<file path="config.mk">
export PLATFORM = sky130hd
export DESIGN_NAME = adc_host_interface
export DESIGN_NICKNAME = d
export VERILOG_FILES = /design/src/rtl/adc_host_pkg.sv /design/src/rtl/adc_host_interface.sv /design/src/rtl/result_fifo.sv /design/src/rtl/result_mem.sv
export SDC_FILE = /design/constraint.sdc
export NUM_CORES = 1
export LEC_CHECK = 0
export BUFFER_PORTS_ARGS = -buffer_cell sky130_fd_sc_hd__buf_2
export CAP_MARGIN = 20
export CORE_MARGIN = 5
export CORE_UTILIZATION = 50
export CTS_BUF_LIST = sky130_fd_sc_hd__clkbuf_8
export DETAILED_ROUTE_END_ITERATION = 10
export GPL_TIMING_DRIVEN = 0
export PLACE_DENSITY = 0.67
export SLEW_MARGIN = 20
export SYNTH_ARGS = -nofsm -noshare
export SYNTH_HDL_FRONTEND = slang
export SYNTH_SLANG_ARGS = --single-unit
export TNS_END_PERCENT = 50
</file>
<file path="constraint.sdc">
create_clock -name i_core_clk -period 6.6 [get_ports i_core_clk]
set_clock_uncertainty 0.05 [all_clocks]
set_input_delay 0.66 -clock i_core_clk [delete_from_list [all_inputs] [get_ports i_core_clk]]
set_output_delay 0.66 -clock i_core_clk [all_outputs]
set_load 0.02 [all_outputs]
</file>
<file path="src/rtl/adc_host_pkg.sv">
package adc_host_pkg;

  // ****************************************
  // widths and counts
  // ****************************************
  localparam int unsigned DATA_W        = 12;
  localparam int unsigned CTRL_W        = 6;
  localparam int unsigned SER_WORD_W    = 16;
  localparam int unsigned SER_CTRL_BITS = 6;
  localparam int unsigned FIFO_DEPTH    = 16;
  localparam int unsigned PIN_W         = 16;

  // ****************************************
  // synchronised pin vector layout
  // ****************************************
  localparam int unsigned PIN_MODE = 15;
  localparam int unsigned PIN_CS   = 14;
  localparam int unsigned PIN_RD   = 13;
  localparam int unsigned PIN_WR   = 12;

  // ****************************************
  // data line use in serial mode
  // ****************************************
  localparam int unsigned LINE_SCLK  = 0;
  localparam int unsigned LINE_TX_FR = 1;
  localparam int unsigned LINE_RX_FR = 2;
  localparam int unsigned LINE_DIN   = 3;
  localparam int unsigned LINE_DOUT  = 4;

  // ****************************************
  // data line use on a parallel write
  // ****************************************
  localparam int unsigned WR_CHAN_LSB = 3;
  localparam int unsigned WR_START    = 2;
  localparam int unsigned WR_STANDBY  = 1;
  localparam int unsigned WR_CODING   = 0;

  localparam logic [CTRL_W-1:0] CTRL_RESET = 6'h00;
  localparam logic [4:0]        SER_LAST   = 5'h0f;
  localparam logic [2:0]        TX_LAST    = 3'h5;
  localparam logic [2:0]        TX_FULL    = 3'h6;

  // bit order matches the register: chan msb first, coding lsb
  typedef struct packed {
    logic [2:0] chan;
    logic       soft_start_bit;
    logic       soft_standby_bit;
    logic       twos_comp;
  } acq_ctrl_t;

  // two's complement of an offset-binary code is its msb inverted
  function automatic logic [DATA_W-1:0] code_result(input logic [DATA_W-1:0] raw,
                                                    input logic              twos);
    code_result = twos ? {~raw[DATA_W-1], raw[DATA_W-2:0]} : raw;
  endfunction

endpackage

</file>
<file path="src/rtl/adc_host_interface.sv">
// Behaviour
// - parallel read drives result, line0 lsb
// - in parallel mode data lines driven only under select and read; serial mode drives the output line while rx frame is low
// - coding bit picks two's complement or binary
// - parallel write stores three channel bits
// - parallel write stores soft start bit
// - parallel write stores standby bit
// - parallel write stores coding bit
// - serial mode reuses five data lines
// - tx frame low before serial input
// - serial word: coding, channel, twelve result bits
// - sixteen output bits on falling clock edges
// - first six falling edges load control
// - later input bits ignored in frame
// - mode pin high parallel, low serial
// - select low enables reads and writes
// - write strobe latches address and control
// - short tx frame leaves control unchanged
`timescale 1ns/1ps
`default_nettype none
module adc_host_interface #(
  parameter int unsigned DATA_W     = adc_host_pkg::DATA_W,
  parameter int unsigned FIFO_DEPTH = adc_host_pkg::FIFO_DEPTH
) (
  input  wire logic                    i_core_clk,
  input  wire logic                    i_resetn,
  input  wire logic                    i_mode,
  input  wire logic                    i_cs_n,
  input  wire logic                    i_rd_n,
  input  wire logic                    i_wr_n,
  input  wire logic [DATA_W-1:0]       i_pdata,
  output logic      [DATA_W-1:0]       o_pdata,
  output logic      [DATA_W-1:0]       o_pdata_oe,
  input  wire logic                    i_result_valid,
  input  wire logic [DATA_W-1:0]       i_result,
  output logic                         o_result_ready,
  output adc_host_pkg::acq_ctrl_t      o_ctrl,
  output logic                         o_ctrl_wr
);

  if (DATA_W != 12) begin : g_bad_width
    $error("adc_host_interface supports a 12-bit result only");
  end

  // ****************************************
  // pin synchronisers
  // ****************************************
  logic [adc_host_pkg::PIN_W-1:0] pin_s1_q;
  logic [adc_host_pkg::PIN_W-1:0] pin_s2_q;
  logic [adc_host_pkg::PIN_W-1:0] pin_p_q;

  always_ff @(posedge i_core_clk or negedge i_resetn) begin
    if (!i_resetn) begin
      pin_s1_q <= 16'hffff;
      pin_s2_q <= 16'hffff;
      pin_p_q  <= 16'hffff;
    end else begin
      pin_s1_q <= {i_mode, i_cs_n, i_rd_n, i_wr_n, i_pdata};
      pin_s2_q <= pin_s1_q;
      pin_p_q  <= pin_s2_q;
    end
  end

  logic              mode_s;
  logic              cs_n_s;
  logic              rd_n_s;
  logic              wr_n_s;
  logic [DATA_W-1:0] data_s;
  logic [DATA_W-1:0] data_p;

  assign mode_s = pin_s2_q[adc_host_pkg::PIN_MODE];
  assign cs_n_s = pin_s2_q[adc_host_pkg::PIN_CS];
  assign rd_n_s = pin_s2_q[adc_host_pkg::PIN_RD];
  assign wr_n_s = pin_s2_q[adc_host_pkg::PIN_WR];
  assign data_s = pin_s2_q[DATA_W-1:0];
  assign data_p = pin_p_q[DATA_W-1:0];

  // ****************************************
  // edge detection
  // ****************************************
  logic serial;
  logic sclk_fall;
  logic tx_n_s;
  logic rx_n_s;
  logic tx_fall;
  logic tx_rise;
  logic rx_fall;
  logic rx_rise;
  logic din_s;
  logic rd_en;
  logic par_wr;

  assign serial    = ~mode_s;
  assign tx_n_s    = data_s[adc_host_pkg::LINE_TX_FR];
  assign rx_n_s    = data_s[adc_host_pkg::LINE_RX_FR];
  assign din_s     = data_s[adc_host_pkg::LINE_DIN];
  assign sclk_fall = serial & data_p[adc_host_pkg::LINE_SCLK]
                   & ~data_s[adc_host_pkg::LINE_SCLK];
  assign tx_fall   = serial & data_p[adc_host_pkg::LINE_TX_FR] & ~tx_n_s;
  assign tx_rise   = serial & ~data_p[adc_host_pkg::LINE_TX_FR] & tx_n_s;
  assign rx_fall   = serial & data_p[adc_host_pkg::LINE_RX_FR] & ~rx_n_s;
  assign rx_rise   = serial & ~data_p[adc_host_pkg::LINE_RX_FR] & rx_n_s;
  assign rd_en     = mode_s & ~cs_n_s & ~rd_n_s;
  // write lands on the rising strobe with the data seen while it was low
  assign par_wr    = mode_s & ~pin_p_q[adc_host_pkg::PIN_CS]
                   & ~pin_p_q[adc_host_pkg::PIN_WR] & wr_n_s;

  // ****************************************
  // result buffering
  // ****************************************
  logic              fifo_valid;
  logic [DATA_W-1:0] fifo_data;
  logic              take;
  logic              fresh_q;
  logic [DATA_W-1:0] cur_q;
  logic              rd_act_q;
  logic              rx_act_q;
  logic [4:0]        rx_bits_q;
  logic              par_done;
  logic              ser_done;

  result_fifo #(.W(DATA_W), .DEPTH(FIFO_DEPTH)) u_fifo (
    .i_core_clk  (i_core_clk),
    .i_resetn    (i_resetn),
    .i_in_valid  (i_result_valid),
    .i_in_data   (i_result),
    .o_in_ready  (o_result_ready),
    .o_out_valid (fifo_valid),
    .o_out_data  (fifo_data),
    .i_out_ready (take)
  );

  // the held result never changes under a read in progress
  // a frame that opens in the same cycle must not see the word swapped under it
  assign take     = fifo_valid & ~fresh_q & ~rd_act_q & ~rd_en & ~rx_act_q & ~rx_fall;
  assign par_done = rd_act_q & ~rd_en;
  assign ser_done = rx_act_q & sclk_fall & ~rx_n_s & (rx_bits_q == adc_host_pkg::SER_LAST);

  always_ff @(posedge i_core_clk or negedge i_resetn) begin
    if (!i_resetn) begin
      cur_q   <= 12'h000;
      fresh_q <= 1'b0;
    end else if (take) begin
      cur_q   <= fifo_data;
      fresh_q <= 1'b1;
    end else if (par_done || ser_done) begin
      fresh_q <= 1'b0;
    end
  end

  // ****************************************
  // control register
  // ****************************************
  adc_host_pkg::acq_ctrl_t ctrl_q;
  logic [4:0]              tx_sh_q;
  logic [2:0]              tx_bits_q;
  logic                    tx_act_q;
  logic                    ser_load;

  assign ser_load = tx_act_q & ~tx_n_s & sclk_fall & (tx_bits_q == adc_host_pkg::TX_LAST);

  always_ff @(posedge i_core_clk or negedge i_resetn) begin
    if (!i_resetn) begin
      ctrl_q    <= adc_host_pkg::CTRL_RESET;
      o_ctrl_wr <= 1'b0;
    end else begin
      o_ctrl_wr <= par_wr | ser_load;
      if (par_wr) begin
        ctrl_q.chan             <= data_p[adc_host_pkg::WR_CHAN_LSB +: 3];
        ctrl_q.soft_start_bit   <= data_p[adc_host_pkg::WR_START];
        ctrl_q.soft_standby_bit <= data_p[adc_host_pkg::WR_STANDBY];
        ctrl_q.twos_comp        <= data_p[adc_host_pkg::WR_CODING];
      end else if (ser_load) begin
        ctrl_q <= {tx_sh_q, din_s};
      end
    end
  end

  assign o_ctrl = ctrl_q;

  // ****************************************
  // serial control input
  // ****************************************
  always_ff @(posedge i_core_clk or negedge i_resetn) begin
    if (!i_resetn) begin
      tx_act_q  <= 1'b0;
      tx_bits_q <= 3'h0;
      tx_sh_q   <= 5'h00;
    end else if (tx_fall) begin
      tx_act_q  <= 1'b1;
      tx_bits_q <= 3'h0;
    end else if (tx_rise || mode_s) begin
      tx_act_q  <= 1'b0;
    end else if (tx_act_q && sclk_fall && tx_bits_q != adc_host_pkg::TX_FULL) begin
      tx_sh_q   <= {tx_sh_q[3:0], din_s};
      tx_bits_q <= tx_bits_q + 3'h1;
    end
  end

  // ****************************************
  // serial result output
  // ****************************************
  logic [adc_host_pkg::SER_WORD_W-1:0] rx_sh_q;

  always_ff @(posedge i_core_clk or negedge i_resetn) begin
    if (!i_resetn) begin
      rx_act_q  <= 1'b0;
      rx_bits_q <= 5'h00;
      rx_sh_q   <= 16'h0000;
    end else if (rx_fall) begin
      rx_act_q  <= 1'b1;
      rx_bits_q <= 5'h00;
      rx_sh_q   <= {ctrl_q.twos_comp, ctrl_q.chan,
                    adc_host_pkg::code_result(cur_q, ctrl_q.twos_comp)};
    end else if (rx_rise || mode_s) begin
      rx_act_q  <= 1'b0;
    end else if (rx_act_q && sclk_fall) begin
      rx_sh_q   <= {rx_sh_q[14:0], 1'b0};
      rx_bits_q <= rx_bits_q + 5'h01;
      if (rx_bits_q == adc_host_pkg::SER_LAST) begin
        rx_act_q <= 1'b0;
      end
    end
  end

  // ****************************************
  // data line drivers
  // ****************************************
  logic [DATA_W-1:0] out_q;
  logic [DATA_W-1:0] oe_q;

  always_ff @(posedge i_core_clk or negedge i_resetn) begin
    if (!i_resetn) begin
      rd_act_q <= 1'b0;
    end else begin
      rd_act_q <= rd_en;
    end
  end

  always_ff @(posedge i_core_clk or negedge i_resetn) begin
    if (!i_resetn) begin
      oe_q <= 12'h000;
    end else if (mode_s) begin
      oe_q <= {DATA_W{rd_en}};
    end else begin
      // only the output line turns round in serial mode
      oe_q <= {11'h000, ~rx_n_s} << adc_host_pkg::LINE_DOUT;
    end
  end

  always_ff @(posedge i_core_clk or negedge i_resetn) begin
    if (!i_resetn) begin
      out_q <= 12'h000;
    end else if (mode_s) begin
      if (!rd_act_q) begin
        out_q <= adc_host_pkg::code_result(cur_q, ctrl_q.twos_comp);
      end
    end else begin
      out_q <= {11'h000, rx_sh_q[15]} << adc_host_pkg::LINE_DOUT;
    end
  end

  assign o_pdata    = out_q;
  assign o_pdata_oe = oe_q;
endmodule
`default_nettype wire

</file>
<file path="src/rtl/result_fifo.sv">
`timescale 1ns/1ps
`default_nettype none
module result_fifo #(
  parameter int unsigned W     = 12,
  parameter int unsigned DEPTH = 16
) (
  input  wire logic         i_core_clk,
  input  wire logic         i_resetn,
  input  wire logic         i_in_valid,
  input  wire logic [W-1:0] i_in_data,
  output logic              o_in_ready,
  output logic              o_out_valid,
  output logic      [W-1:0] o_out_data,
  input  wire logic         i_out_ready
);

  localparam int unsigned AW = $clog2(DEPTH);

  if (DEPTH < 2 || (DEPTH & (DEPTH - 1)) != 0) begin : g_bad_depth
    $error("result_fifo depth must be a power of two of at least 2");
  end

  logic [AW-1:0] wr_ptr_q;
  logic [AW-1:0] rd_ptr_q;
  logic [AW:0]   cnt_q;
  logic          vld_q;
  logic          push;
  logic          load;

  // the output register holds one word beyond the memory
  assign o_in_ready  = (cnt_q != (AW+1)'(DEPTH));
  assign push        = i_in_valid & o_in_ready;
  assign load        = (cnt_q != '0) & (~vld_q | i_out_ready);
  assign o_out_valid = vld_q;

  always_ff @(posedge i_core_clk or negedge i_resetn) begin
    if (!i_resetn) begin
      wr_ptr_q <= '0;
      rd_ptr_q <= '0;
      cnt_q    <= '0;
    end else begin
      if (push) begin
        wr_ptr_q <= wr_ptr_q + AW'(1);
      end
      if (load) begin
        rd_ptr_q <= rd_ptr_q + AW'(1);
      end
      cnt_q <= cnt_q + (AW+1)'(push) - (AW+1)'(load);
    end
  end

  always_ff @(posedge i_core_clk or negedge i_resetn) begin
    if (!i_resetn) begin
      vld_q <= 1'b0;
    end else if (load) begin
      vld_q <= 1'b1;
    end else if (i_out_ready) begin
      vld_q <= 1'b0;
    end
  end

  result_mem #(.W(W), .DEPTH(DEPTH), .AW(AW)) u_mem (
    .i_core_clk (i_core_clk),
    .i_wr_en    (push),
    .i_wr_addr  (wr_ptr_q),
    .i_wr_data  (i_in_data),
    .i_rd_en    (load),
    .i_rd_addr  (rd_ptr_q),
    .o_rd_data  (o_out_data)
  );

endmodule
`default_nettype wire

</file>
<file path="src/rtl/result_mem.sv">
`timescale 1ns/1ps
`default_nettype none
module result_mem #(
  parameter int unsigned W     = 12,
  parameter int unsigned DEPTH = 16,
  parameter int unsigned AW    = 4
) (
  input  wire logic          i_core_clk,
  input  wire logic          i_wr_en,
  input  wire logic [AW-1:0] i_wr_addr,
  input  wire logic [W-1:0]  i_wr_data,
  input  wire logic          i_rd_en,
  input  wire logic [AW-1:0] i_rd_addr,
  output logic      [W-1:0]  o_rd_data
);

  logic [W-1:0] mem [DEPTH];

  always_ff @(posedge i_core_clk) begin
    if (i_wr_en) begin
      mem[i_wr_addr] <= i_wr_data;
    end
  end

  always_ff @(posedge i_core_clk) begin
    if (i_rd_en) begin
      o_rd_data <= mem[i_rd_addr];
    end
  end

endmodule
`default_nettype wire

</file>
==> run_results.csv <==
group,metric,value,unit
run_status,status,"completed",
synth,synth-main-ff-cell,"edfxtp_1",
timing,min_period,3.99,ns
global_route,antenna_found_initial,0,
global_route,grtUsageMet2,0.292,
cells_and_area,fin_cells,1158,
global_route,grt-ovfl-total,0,
cells_and_area,drive_gt1_frac,0.341,
detailed_routing,first_iter_violations,438,
job,cap_violations,0,
timing,finalHoldViolations,0,
global_route,met3_usage,0.0365,
detailed_routing,vias,6281,
timing,slew_viol_final,0,
clock_network,cts_root_buffer,"clkbuf_8",
synth,synth_area_per_cell,18.0,µm²
clock_network,cts_buffers,50,
synth,synth_area,12200,µm²
floorplan,start_util,0.506,
detailed_routing,routed_wl,23.3,mm
cells_and_area,final_nets,845,
worst_hold_path,hp-class,"in2reg",
placed_design,port_buffers,56,
clock_network,cts_tree,"yes",
detailed_routing,avgViaCountPerCell,5.42,
synth,synthCells,678,
synth,seq_area_frac_synth,0.725,
clock_network,cts.clk_slew.worst_paths,0.06,ns
cells_and_area,fillers,1790,
timing,tns,0,ns
worst_setup_path,cp.arrival,4.41,ns
synth,synth_edf_count,204,
clock_network,clock_sinks,312,
synth,synthArstFlopShare,0.346,
power,p_per_area,402,nW/µm²
timing,rsz0062_at_grt,"false",
clock_network,clk_latency,0.57,ns
synth,syn-num-nets,726,
cells_and_area,antennaDiodeCount,0,
clock_network,h-tree-depth,2,
worst_setup_path,start_kind,"register",
detailed_routing,drc,0,
timing,final.period_utilization,0.605,
global_route,grt_pass1_wl,37.0,mm
global_route,grt_usage,0.171,
floorplan,ios,63,
worst_setup_path,cp-end-kind,"register",
worst_setup_path,crit_type,"reg2reg",
floorplan,rows,57,
detailed_routing,firstDrtPassIters,5,
floorplan,die_y,166,µm
placed_design,dp.cells,1068,
floorplan,die_area,27700,µm²
cells_and_area,post-route-util,0.581,
synth,ys_warn_count,0,
global_route,top_usage_layer,"met2",
worst_setup_path,cp_max_fo,15,
timing,maxSlewHeadroom,0.337,
detailed_routing,wl_per_cell,20.1,µm
placed_design,place_hpwl,15.8,mm
placed_design,gp_congestion,0.787,
worst_setup_path,worstPathRequired,7.01,ns
synth,synth_cell_types,51,
floorplan,die_w,166,µm
power,p_leak,5.33,nW
detailed_routing,ant_nets,0,
global_route,grt_pass1_vias,6615,
clock_network,cts_buffer_depth,3,
power,ir_worst_vdd,176,µV
cells_and_area,area_growth,14.8,%
synth,ys_ff_latch,312,
timing,max_freq,250,MHz
global_route,use_met1,0.223,
timing,finalSetupViolations,0,
timing,worst_slew_pin_slew,0.995,ns
global_route,grt_max_degree,76,
floorplan,core,24200,µm²
## stage by stage
step                cell area, µm²  hold slack (ns)  worst slack, ns  power [mW]
finish                       14000            0.145             2.61        5.65
global route                 14000           0.0990             2.33        5.95
CTS                          14000            0.102             2.60        5.71
detailed placement           13000            0.297             2.68        4.12
global placement             12900            0.298             2.72        4.04
floorplan                    12200            0.295             3.15        3.64
## routing by layer
| layer | part of all wire | wire length [µm] |
|---|---|---|
| met5 | 0 | 0 |
| met4 | 0.018 | 429 |
| met3 | 0.059 | 1370 |
| met2 | 0.51 | 12000 |
| met1 | 0.41 | 9500 |
## power by group
group / leakage, nW / switching (mW) / internal [mW]
Clock: 0.570 / 0.717 / 0.861
Sequential: 3.14 / 0.152 / 2.45
Combinational: 1.62 / 0.804 / 0.663
Total: 5.33 / 1.67 / 3.97
## final timing paths
check                                   to  cells past startpoint    startpoint  slack [ns]
min in group asynchronous        o_ctrl[3]                      2      i_resetn        0.50
max in group asynchronous     pin_s1_q[12]                      3      i_resetn        5.30
setup reg to reg           u_fifo.cnt_q[4]                     14  pin_s2_q[15]        2.61
hold / removal                 pin_s1_q[2]                      1    i_pdata[2]        0.15
hold reg to reg               pin_s2_q[12]                      0  pin_s1_q[12]        0.28
setup / recovery           u_fifo.cnt_q[4]                     14  pin_s2_q[15]        2.61
## flip-flops by register name, summed over array words and instances, names as in the netlist, 6 cells and up
signal,count
cur_q,12
o_ctrl,6
o_pdata,12
pin_p_q,8
pin_s1_q,10
pin_s2_q,10
rx_sh_q,16
u_fifo.u_mem.mem,192
u_fifo.u_mem.o_rd_data,12
## logic make-up after synthesis
kind of cell	synth area share
AND/OR/NAND/NOR	0.0420
multiplexers	0.146
buffers and inverters	0.0252
flip-flops	0.725
XOR/XNOR	0.00931
AO/OA/AOI/OAI	0.0347
adder cells (fa/ha/maj)	0.0180
## cell type report
cell class                 count  area (µm²)  area share
sequential                   312        8860       0.631
multi-input combinational    302        3100       0.221
clock buffer                  60         826      0.0588
tap                          324         405      0.0289
timing repair buffer          67         385      0.0274
buffer                        40         218      0.0155
clock inverter                29         151      0.0108
inverter                      24        90.1     0.00642
## what timing repair did
action,in CTS,in global routing
hold buffers,1,0
resized for setup,0,0
buffers inserted,0,0
hold endpoints to repair,33,0
## cells in the mapped netlist (all sizes together), types with 2 or more instances
library cell | n | area [µm²]
edfxtp | 204 | 6130
or3 | 2 | 12.5
nand3 | 4 | 20.0
mux4 | 48 | 1080
nand2 | 26 | 97.6
clkbuf | 21 | 78.8
nand2b | 5 | 31.3
mux2 | 46 | 518
nor2b | 15 | 93.8
dfrtp | 80 | 2000
o21ai | 6 | 30.0
dfstp | 28 | 736
xor2 | 7 | 61.3
mux2i | 19 | 190
a211oi | 2 | 15.0
nand4 | 2 | 12.5
nor3b | 4 | 30.0
and2 | 9 | 56.3
a21oi | 14 | 73.8
nor2 | 18 | 67.6
xnor2 | 6 | 52.6
a22oi | 24 | 180
and3 | 2 | 12.5
ha | 16 | 200
nor4 | 4 | 25.0
a31oi | 4 | 25.0
o21bai | 2 | 15.0
inv | 23 | 86.3
buf | 19 | 139
## critical path, stage by stage (launching register included)
cell and delay (ns):
dfstp_2 0.51, clkbuf_1 0.34, nor3b_1 0.22, or3_1 0.37, buf_6 0.16, a21oi_2 0.75, ha_1 0.37, inv_1 0.06
ha_1 0.17, inv_1 0.06, fa_1 0.43, inv_1 0.08, a21oi_1 0.05, o21bai_1 0.15, xnor2_1 0.13
## layout by cell type (no fill, tap or decap), drive strengths merged, types with 2 or more instances in the layout
cell    synthesis  layout
mux4           48      48
a31oi           4       4
a21oi          14      14
mux2           46      46
nand2          26      26
o21bai          2       2
nor2           18      18
nand2b          5       5
dfrtp          80      80
mux2i          19      19
dfstp          28      28
or3             2       2
xor2            7       7
ha             16      16
clkbuf         21      81
inv            23      42
nor4            4       4
edfxtp        204     204
clkinv          1       9
xnor2           6       6
nor3b           4       4
a211oi          2       2
nand3           4       4
buf            19      85
o21ai           6       6
and3            2       2
nand4           2       2
a22oi          24      24
nor2b          15      15
and2            9       9
No activity file was read; power rests on OpenSTA's default activity.
